File: src/core/hppm_pkg.sv
package hppm_pkg;

  // Interface modes, one-hot.
  typedef enum logic [2:0] {
    HPPM_SERIAL = 3'b001,
    HPPM_FIFO   = 3'b010,
    HPPM_SPI    = 3'b100
  } hppm_mode_e;

  localparam int FIRST_DATA_W   = 8;
  localparam int FIRST_CTRL_W   = 8;
  localparam int SECOND_DATA_W  = 8;
  localparam int SECOND_CTRL_W  = 4;

  // Serial mode, first data bank.
  localparam int SER_TXD_BIT    = 0;
  localparam int SER_RXD_BIT    = 1;
  localparam int SER_RTS_BIT    = 2;
  localparam int SER_CTS_BIT    = 3;
  localparam int SER_DCD_BIT    = 6;
  localparam int SER_RI_BIT     = 7;
  // Serial mode, first control bank.
  localparam int SER_TRANSMITTER_DRIVE_ENABLE_N_BIT  = 0;

  // FIFO mode, first control bank.
  localparam int FIFO_RXF_BIT   = 0;
  localparam int FIFO_TXE_BIT   = 1;
  localparam int FIFO_RD_BIT    = 2;
  localparam int FIFO_WR_BIT    = 3;

  // FIFO and SPI modes, first control bank.
  localparam int XFER_REQ_BIT   = 4;
  localparam int XFER_ACK_BIT   = 5;

  // SPI mode, first data bank.
  localparam int SPI_SCLK_BIT   = 0;
  localparam int SPI_SDI_BIT    = 1;
  localparam int SPI_SDO_BIT    = 2;
  localparam int SPI_CS_BIT     = 3;
  localparam int SPI_NA_BIT     = 4;

  // Straps on the first control bank.
  localparam int STRAP_MODE_HI  = 6;
  localparam int STRAP_MODE_LO  = 5;
  localparam int STRAP_CLK_BIT  = 7;

  localparam logic [1:0] STRAP_SERIAL_A = 2'h3;
  localparam logic [1:0] STRAP_SPI      = 2'h2;
  localparam logic [1:0] STRAP_FIFO     = 2'h1;

endpackage : hppm_pkg

File: src/core/hppm_bank.sv
// One bank of pins: each bit picks the function route or the port route.
module hppm_bank #(
  parameter int WIDTH = 8
) (
  input  wire logic [WIDTH-1:0] funcSel,
  input  wire logic [WIDTH-1:0] funcOut,
  input  wire logic [WIDTH-1:0] funcOe,
  input  wire logic [WIDTH-1:0] portOut,
  input  wire logic [WIDTH-1:0] portOe,
  output logic      [WIDTH-1:0] pinOut,
  output logic      [WIDTH-1:0] pinOe
);

  // Refused while the design is built, so a bad width never reaches a netlist.
  if (WIDTH < 1) begin : g_bad_width
    $error("hppm_bank width must be at least one");
  end

  genvar i;
  generate
    for (i = 0; i < WIDTH; i++) begin : g_bit
      assign pinOut[i] = funcSel[i] ? funcOut[i] : portOut[i];
      assign pinOe[i]  = funcSel[i] ? funcOe[i]  : portOe[i];
    end
  endgenerate

endmodule : hppm_bank

File: src/core/hppm_mux.sv
module hppm_mux
  import hppm_pkg::*;
#(
  parameter int FD_W = FIRST_DATA_W,
  parameter int FC_W = FIRST_CTRL_W,
  parameter int SD_W = SECOND_DATA_W,
  parameter int SC_W = SECOND_CTRL_W
) (
  input  wire logic             clock,
  input  wire logic             rst,
  // Pin side: input, output and enable of each bank.
  input  wire logic [FD_W-1:0]  firstDataBankIn,
  output logic      [FD_W-1:0]  firstDataBankOut,
  output logic      [FD_W-1:0]  firstDataBankOe,
  input  wire logic [FC_W-1:0]  firstControlBankIn,
  output logic      [FC_W-1:0]  firstControlBankOut,
  output logic      [FC_W-1:0]  firstControlBankOe,
  input  wire logic [SD_W-1:0]  secondDataBankIn,
  output logic      [SD_W-1:0]  secondDataBankOut,
  output logic      [SD_W-1:0]  secondDataBankOe,
  input  wire logic [SC_W-1:0]  secondControlBankIn,
  output logic      [SC_W-1:0]  secondControlBankOut,
  output logic      [SC_W-1:0]  secondControlBankOe,
  // Latched configuration.
  output hppm_mode_e            modeSel,
  output logic                  multiplierOff,
  // Serial function side.
  input  wire logic             serTxd,
  output logic                  serRxd,
  input  wire logic             serRtsN,
  output logic                  serCtsN,
  input  wire logic             carrierDetectN,
  input  wire logic             ringIndicateN,
  input  wire logic             transmitterDriveEnableN,
  // FIFO function side.
  input  wire logic [7:0]       fifoDataOut,
  input  wire logic             fifoDataOe,
  output logic      [7:0]       fifoDataIn,
  input  wire logic             receiveDataAvailableN,
  input  wire logic             transmitSpaceAvailableN,
  output logic                  fifoReadN,
  output logic                  fifoWrite,
  // FIFO and SPI shared handshake.
  input  wire logic             transferRequestN,
  input  wire logic             transferAcknowledgeN,
  // SPI function side.
  output logic                  spiSclk,
  output logic                  slaveSerialIn,
  input  wire logic             slaveSerialOut,
  output logic                  spiCs,
  // General-purpose port side, one set per bank.
  input  wire logic [FD_W-1:0]  fdPortOut,
  input  wire logic [FD_W-1:0]  fdPortOe,
  output logic      [FD_W-1:0]  fdPortIn,
  input  wire logic [FC_W-1:0]  fcPortOut,
  input  wire logic [FC_W-1:0]  fcPortOe,
  output logic      [FC_W-1:0]  fcPortIn,
  input  wire logic [SD_W-1:0]  sdPortOut,
  input  wire logic [SD_W-1:0]  sdPortOe,
  output logic      [SD_W-1:0]  sdPortIn,
  input  wire logic [SC_W-1:0]  scPortOut,
  input  wire logic [SC_W-1:0]  scPortOe,
  output logic      [SC_W-1:0]  scPortIn
);

  // The first banks carry fixed bit positions, so only eight bits are served.
  if (FD_W != 8 || FC_W != 8) begin : g_bad_first
    $error("hppm_mux first banks must be eight bits wide");
  end
  if (SD_W < 1 || SC_W < 1) begin : g_bad_second
    $error("hppm_mux second banks need at least one bit");
  end

  hppm_mode_e mode_reg;
  logic       multOff_reg;
  logic       inReset_reg;

  // Straps are read while reset is held, so the mode pins can turn into
  // outputs right after release without corrupting the choice.
  wire [1:0]  strapBits = {firstControlBankIn[STRAP_MODE_HI],
                           firstControlBankIn[STRAP_MODE_LO]};
  wire        strapSpi  = (strapBits == STRAP_SPI);
  wire        strapFifo = (strapBits == STRAP_FIFO);
  hppm_mode_e strapMode;
  assign strapMode = strapSpi  ? HPPM_SPI  :
                     strapFifo ? HPPM_FIFO : HPPM_SERIAL;

  always_ff @(posedge clock) begin
    inReset_reg <= rst;
    if (rst) begin
      mode_reg    <= strapMode;
      multOff_reg <= firstControlBankIn[STRAP_CLK_BIT];
    end // Held until the next reset.
  end

  assign modeSel       = mode_reg;
  assign multiplierOff = multOff_reg;

  wire isSer  = (mode_reg == HPPM_SERIAL);
  wire isFifo = (mode_reg == HPPM_FIFO);
  wire isSpi  = (mode_reg == HPPM_SPI);
  // During reset every pin is an undriven port so the straps can be read.
  wire active = !inReset_reg && !rst;

  logic [FD_W-1:0] fdSel;
  logic [FD_W-1:0] fdFunc;
  logic [FD_W-1:0] fdFuncOe;
  logic [FC_W-1:0] fcSel;
  logic [FC_W-1:0] fcFunc;
  logic [FC_W-1:0] fcFuncOe;

  always_comb begin
    fdSel    = '0;
    fdFunc   = '0;
    fdFuncOe = '0;
    fcSel    = '0;
    fcFunc   = '0;
    fcFuncOe = '0;
    case (mode_reg)
      HPPM_SERIAL: begin
        fdSel[SER_TXD_BIT]    = 1'b1;
        fdFunc[SER_TXD_BIT]   = serTxd;
        fdFuncOe[SER_TXD_BIT] = 1'b1;
        fdSel[SER_RXD_BIT]    = 1'b1;
        fdSel[SER_RTS_BIT]    = 1'b1;
        fdFunc[SER_RTS_BIT]   = serRtsN;
        fdFuncOe[SER_RTS_BIT] = 1'b1;
        fdSel[SER_CTS_BIT]    = 1'b1;
        fdSel[SER_DCD_BIT]    = 1'b1;
        fdFunc[SER_DCD_BIT]   = carrierDetectN;
        fdFuncOe[SER_DCD_BIT] = 1'b1;
        fdSel[SER_RI_BIT]     = 1'b1;
        fdFunc[SER_RI_BIT]    = ringIndicateN;
        fdFuncOe[SER_RI_BIT]  = 1'b1;
        fcSel[SER_TRANSMITTER_DRIVE_ENABLE_N_BIT]    = 1'b1;
        fcFunc[SER_TRANSMITTER_DRIVE_ENABLE_N_BIT]   = transmitterDriveEnableN;
        fcFuncOe[SER_TRANSMITTER_DRIVE_ENABLE_N_BIT] = 1'b1;
      end
      HPPM_FIFO: begin
        fdSel    = '1;
        fdFunc   = fifoDataOut;
        fdFuncOe = {FD_W{fifoDataOe}};
        fcSel[FIFO_RXF_BIT]    = 1'b1;
        fcFunc[FIFO_RXF_BIT]   = receiveDataAvailableN;
        fcFuncOe[FIFO_RXF_BIT] = 1'b1;
        fcSel[FIFO_TXE_BIT]    = 1'b1;
        fcFunc[FIFO_TXE_BIT]   = transmitSpaceAvailableN;
        fcFuncOe[FIFO_TXE_BIT] = 1'b1;
        fcSel[FIFO_RD_BIT]     = 1'b1;
        fcSel[FIFO_WR_BIT]     = 1'b1;
        fcSel[XFER_REQ_BIT]    = 1'b1;
        fcFunc[XFER_REQ_BIT]   = transferRequestN;
        fcFuncOe[XFER_REQ_BIT] = 1'b1;
        fcSel[XFER_ACK_BIT]    = 1'b1;
        fcFunc[XFER_ACK_BIT]   = transferAcknowledgeN;
        fcFuncOe[XFER_ACK_BIT] = 1'b1;
      end
      HPPM_SPI: begin
        fdSel[SPI_SCLK_BIT]    = 1'b1;
        fdSel[SPI_SDI_BIT]     = 1'b1;
        fdSel[SPI_SDO_BIT]     = 1'b1;
        fdFunc[SPI_SDO_BIT]    = slaveSerialOut;
        fdFuncOe[SPI_SDO_BIT]  = 1'b1;
        fdSel[SPI_CS_BIT]      = 1'b1;
        // The unavailable bit is claimed and left undriven.
        fdSel[SPI_NA_BIT]      = 1'b1;
        fcSel[XFER_REQ_BIT]    = 1'b1;
        fcFunc[XFER_REQ_BIT]   = transferRequestN;
        fcFuncOe[XFER_REQ_BIT] = 1'b1;
        fcSel[XFER_ACK_BIT]    = 1'b1;
        fcFunc[XFER_ACK_BIT]   = transferAcknowledgeN;
        fcFuncOe[XFER_ACK_BIT] = 1'b1;
      end
      default: begin
        fdSel = '0;
        fcSel = '0;
      end
    endcase
  end

  wire [FD_W-1:0] fdSelAct = active ? fdSel : '0;
  wire [FC_W-1:0] fcSelAct = active ? fcSel : '0;
  wire [FD_W-1:0] fdPOe    = active ? fdPortOe : '0;
  wire [FC_W-1:0] fcPOe    = active ? fcPortOe : '0;

  hppm_bank #(.WIDTH(FD_W)) u_first_data (
    .funcSel (fdSelAct),
    .funcOut (fdFunc),
    .funcOe  (fdFuncOe),
    .portOut (fdPortOut),
    .portOe  (fdPOe),
    .pinOut  (firstDataBankOut),
    .pinOe   (firstDataBankOe)
  );

  hppm_bank #(.WIDTH(FC_W)) u_first_ctrl (
    .funcSel (fcSelAct),
    .funcOut (fcFunc),
    .funcOe  (fcFuncOe),
    .portOut (fcPortOut),
    .portOe  (fcPOe),
    .pinOut  (firstControlBankOut),
    .pinOe   (firstControlBankOe)
  );

  // Second banks have no host function in any mode.
  assign secondDataBankOut    = sdPortOut;
  assign secondDataBankOe     = active ? sdPortOe : '0;
  assign secondControlBankOut = scPortOut;
  assign secondControlBankOe  = active ? scPortOe : '0;
  assign sdPortIn             = secondDataBankIn;
  assign scPortIn             = secondControlBankIn;

  // Function inputs read the pin only when routed; port inputs read zero then.
  assign serRxd        = isSer  && fdSelAct[SER_RXD_BIT] && firstDataBankIn[SER_RXD_BIT];
  assign serCtsN       = !(isSer && fdSelAct[SER_CTS_BIT]) || firstDataBankIn[SER_CTS_BIT];
  assign fifoDataIn    = (isFifo && active) ? firstDataBankIn : 8'h00;
  assign fifoReadN     = !(isFifo && active) || firstControlBankIn[FIFO_RD_BIT];
  assign fifoWrite     = isFifo && active && firstControlBankIn[FIFO_WR_BIT];
  assign spiSclk       = isSpi && active && firstDataBankIn[SPI_SCLK_BIT];
  assign slaveSerialIn = isSpi && active && firstDataBankIn[SPI_SDI_BIT];
  assign spiCs         = isSpi && active && firstDataBankIn[SPI_CS_BIT];
  assign fdPortIn      = firstDataBankIn & ~fdSelAct;
  assign fcPortIn      = firstControlBankIn & ~fcSelAct;

endmodule : hppm_mux

File: config.mk
export PLATFORM = sky130hd
export DESIGN_NAME = hppm_mux
export DESIGN_NICKNAME = d
export VERILOG_FILES = /design/src/core/hppm_pkg.sv /design/src/core/hppm_bank.sv /design/src/core/hppm_mux.sv
export SDC_FILE = /design/constraint.sdc
export NUM_CORES = 1
export LEC_CHECK = 0
export BUFFER_PORTS_ARGS = -buffer_cell sky130_fd_sc_hd__buf_4
export CAP_MARGIN = 10
export CORE_MARGIN = 8
export CORE_UTILIZATION = 25
export CTS_CLUSTER_DIAMETER = 200
export CTS_CLUSTER_SIZE = 20
export DETAILED_ROUTE_END_ITERATION = 10
export PLACE_DENSITY = 0.82
export SLEW_MARGIN = 20
export SYNTH_ARGS = -nofsm -noshare
export SYNTH_HDL_FRONTEND = slang
export SYNTH_SLANG_ARGS = --single-unit
File: constraint.sdc
create_clock -name clock -period 1.8 [get_ports clock]
set_input_delay 0.36 -clock clock [delete_from_list [all_inputs] [get_ports clock]]
set_output_delay 0.36 -clock clock [all_outputs]
set_load 0.01 [all_outputs]
==> results.cfg <==
[status]
status = complete, but fails checks
violations = negative setup slack

[cts]
htree_levels = 1
clock-root-buffer = clkbuf_8
cts.sinks = 5
hold_buffers = 0
clkTransAtPathRegs_ns = 0.04
clk_path_buf_depth = 2
cts_tree = built
cts_inserted_buffers = 3

[global_route]
grtUsageTotal = 0.153
grt_max_degree = 15
grt-ovfl-total = 0
antenna_found_initial = 0
grt_pass1_vias = 1863
grt_pass1_wl_um = 9290

[power]
p_sw_uw = 352
intPower_uw = 706
power_frac_comb = 0.660
p_leak_uw = 0.00144
clkPwrFrac = 0.202
peakVddDrop_mv = 0.512
seq_power_share = 0.137
netSwitchingFraction = 0.333
p_per_area_nw_per_um2 = 373

[die]
rows = 25
start_util = 0.259
die_x_um = 86.0
io_pins = 208
die_y_um = 86.0
core-area_um2 = 4720
die_area_um2 = 7400

[setup_path]
cp-end-kind = output pin
crit_required_ns = 1.44
critPathMaxFanout = 5
crit_type = reg2out
crit_arrival_ns = 1.80
start_kind = flip-flop

[yosys]
synthCells = 167
synthesis.area_um2 = 1220
avgSynthCellArea_um2 = 7.33
yosys_warnings = 0
seq_area_frac_synth = 0.114
syn-num-nets = 272
ys_types = 38
yosys_register_bits = 5

[min_path]
holdCritPathClass = in2reg
holdPathStages = 1
whs_endpoint = multiplierOff$_DFFE_PP_
hold_start = firstControlBankIn[7]

[drt]
dr.first_iter.drc_count = 51
ant_nets = 0
first_pass_iters = 4
wl_um = 6640
drc = 0
viasPerCell = 4.52
vias = 1789
routedWlPerCell_um = 16.8

[timing]
rsz0062_at_grt = true
slew_violations = 0
setup_ws_ns = -0.360
worstMarginPinSlew_ns = 0.321
fin_crit_ns = 2.16
clock.fmax_mhz = 463
setup_viol = 57
relSlewSlack = 0.785
hold_viol = 0
fin_tns_setup_ns = -14.60
period_share = 1.20

[cells_and_area]
diodes = 0
drive_above_1_share = 0.714
finalInstanceArea_um2 = 2830
syn_to_final_growth_pct = 131
nets = 435
largest_reg_flops = 3

[placed_design]
numPortBuffers = 155
place.gp.congestion = 0.811
place_hpwl_um = 5290
placed_area_um2 = 2420

[flow_run]
maxCapViolCount = 0
[metrics by stage]
step | util | power (µW) | setup slack, ns | hold slack, ns | instances
floorplan | - | 427 | -0.123 | 0.388 | 167
global placement | 0.512 | 722 | -0.329 | 0.549 | 377
detailed placement | 0.512 | 732 | -0.345 | 0.550 | 377
CTS | 0.559 | 997 | -0.348 | 0.319 | 389
global route | 0.600 | 1120 | -0.419 | 0.313 | 396
finish | 0.600 | 1060 | -0.360 | 0.320 | 396
[final cells by class]
type | count | area [µm²]
tap | 67 | 83.8
timing repair buffer | 196 | 1590
fill | 425 | 1890
multi-input combinational | 119 | 955
inverter | 5 | 18.8
clock buffer | 4 | 45.0
sequential | 5 | 140
[cell families (layout without fill, tap and decap cells)]
kind of cell | after synthesis | after routing | share of synthesized area
flops | 5 | 5 | 0.114
compound gates | 27 | 27 | 0.178
simple gates | 84 | 84 | 0.408
xor+xnor | 2 | 2 | 0.0143
buf+inv | 43 | 205 | 0.231
mux | 6 | 6 | 0.0552
[metal layers]
metal / routed length [µm] / vias to the layer above / GRT usage
met5: 0 / - / 0
met3: 526 / 14 / 0.0468
met1: 2300 / 827 / 0.147
met4: 77 / 0 / 0.0318
li1: - / 868 / -
met2: 3740 / 80 / 0.306
[worst max-delay path by stage]
stage / startpoint / end / slack, ns / cells past startpoint
floorplan: modeSel[2]$_SDFFCE_PN1P_ / firstControlBankOut[0] / -0.12 / 5
global placement: rst / firstDataBankOut[2] / -0.33 / 5
detailed placement: rst / firstDataBankOut[2] / -0.34 / 5
CTS: modeSel[1]$_SDFFCE_PN0P_ / firstControlBankOut[5] / -0.35 / 5
global route: modeSel[2]$_SDFFCE_PN1P_ / firstDataBankOut[5] / -0.42 / 4
finish: modeSel[1]$_SDFFCE_PN0P_ / firstDataBankOut[2] / -0.36 / 4
[placed cells by master, fill, tap and decap left out, drive strengths merged, types with 2 or more instances in the layout]
cell	n
buf	196
and2	30
nor2	15
nor2b	11
or3	6
o221a	6
mux2	6
inv	5
a21oi	5
edfxtp	4
clkbuf	4
a21o	3
nand3b	3
o2bb2ai	3
nand2b	3
nor3	3
nand2	3
o22ai	3
o21ai	3
xnor2	2
and3	2
or4bb	2
or2	2
nand3	2
[cell usage after synthesis, drive strengths merged]
library cell	instances	area [µm²]
buf	32	241
and2	30	188
nor2	15	56.3
nor2b	11	68.8
clkbuf	6	22.5
mux2	6	67.6
o221a	6	67.6
or3	6	37.5
a21oi	5	25.0
inv	5	18.8
edfxtp	4	120
a21o	3	22.5
nand2	3	11.3
nand2b	3	18.8
nand3b	3	22.5
nor3	3	20.0
o21ai	3	15.0
o22ai	3	32.5
o2bb2ai	3	26.3
and3	2	12.5
nand3	2	10.0
or2	2	15.0
or4bb	2	22.5
xnor2	2	17.5
a31oi	1	6.26
dfxtp	1	20.0
nor3b	1	7.51
o211ai	1	7.51
o21a	1	7.51
o31ai	1	7.51
or3b	1	8.76
[power groups by stage]
| stage | Sequential (µW) | Clock [µW] | Combinational (µW) |
|---|---|---|---|
| 6_report | 145 | 214 | 699 |
| 3_3_place_gp | 147 | 0 | 575 |
| 5_1_grt | 147 | 223 | 745 |
| 3_5_place_dp | 146 | 0 | 585 |
| 2_1_floorplan | 149 | 0 | 278 |
| 4_1_cts | 144 | 215 | 637 |
[what timing repair did]
action | 4_1_cts | 5_1_grt
resized for setup | 33 | 37
pin swaps | 3 | 8
gates cloned | 1 | 0
setup buffers | 7 | 8
setup endpoints to repair | 57 | 57
[critical path: stages, from the launching register on]
cell	delay, ns
edfxtp_1	0.49
or3b_4	0.45
o22ai_4	0.19
mux2_4	0.33
buf_6	0.12
No activity file was read; power rests on OpenSTA's default activity.
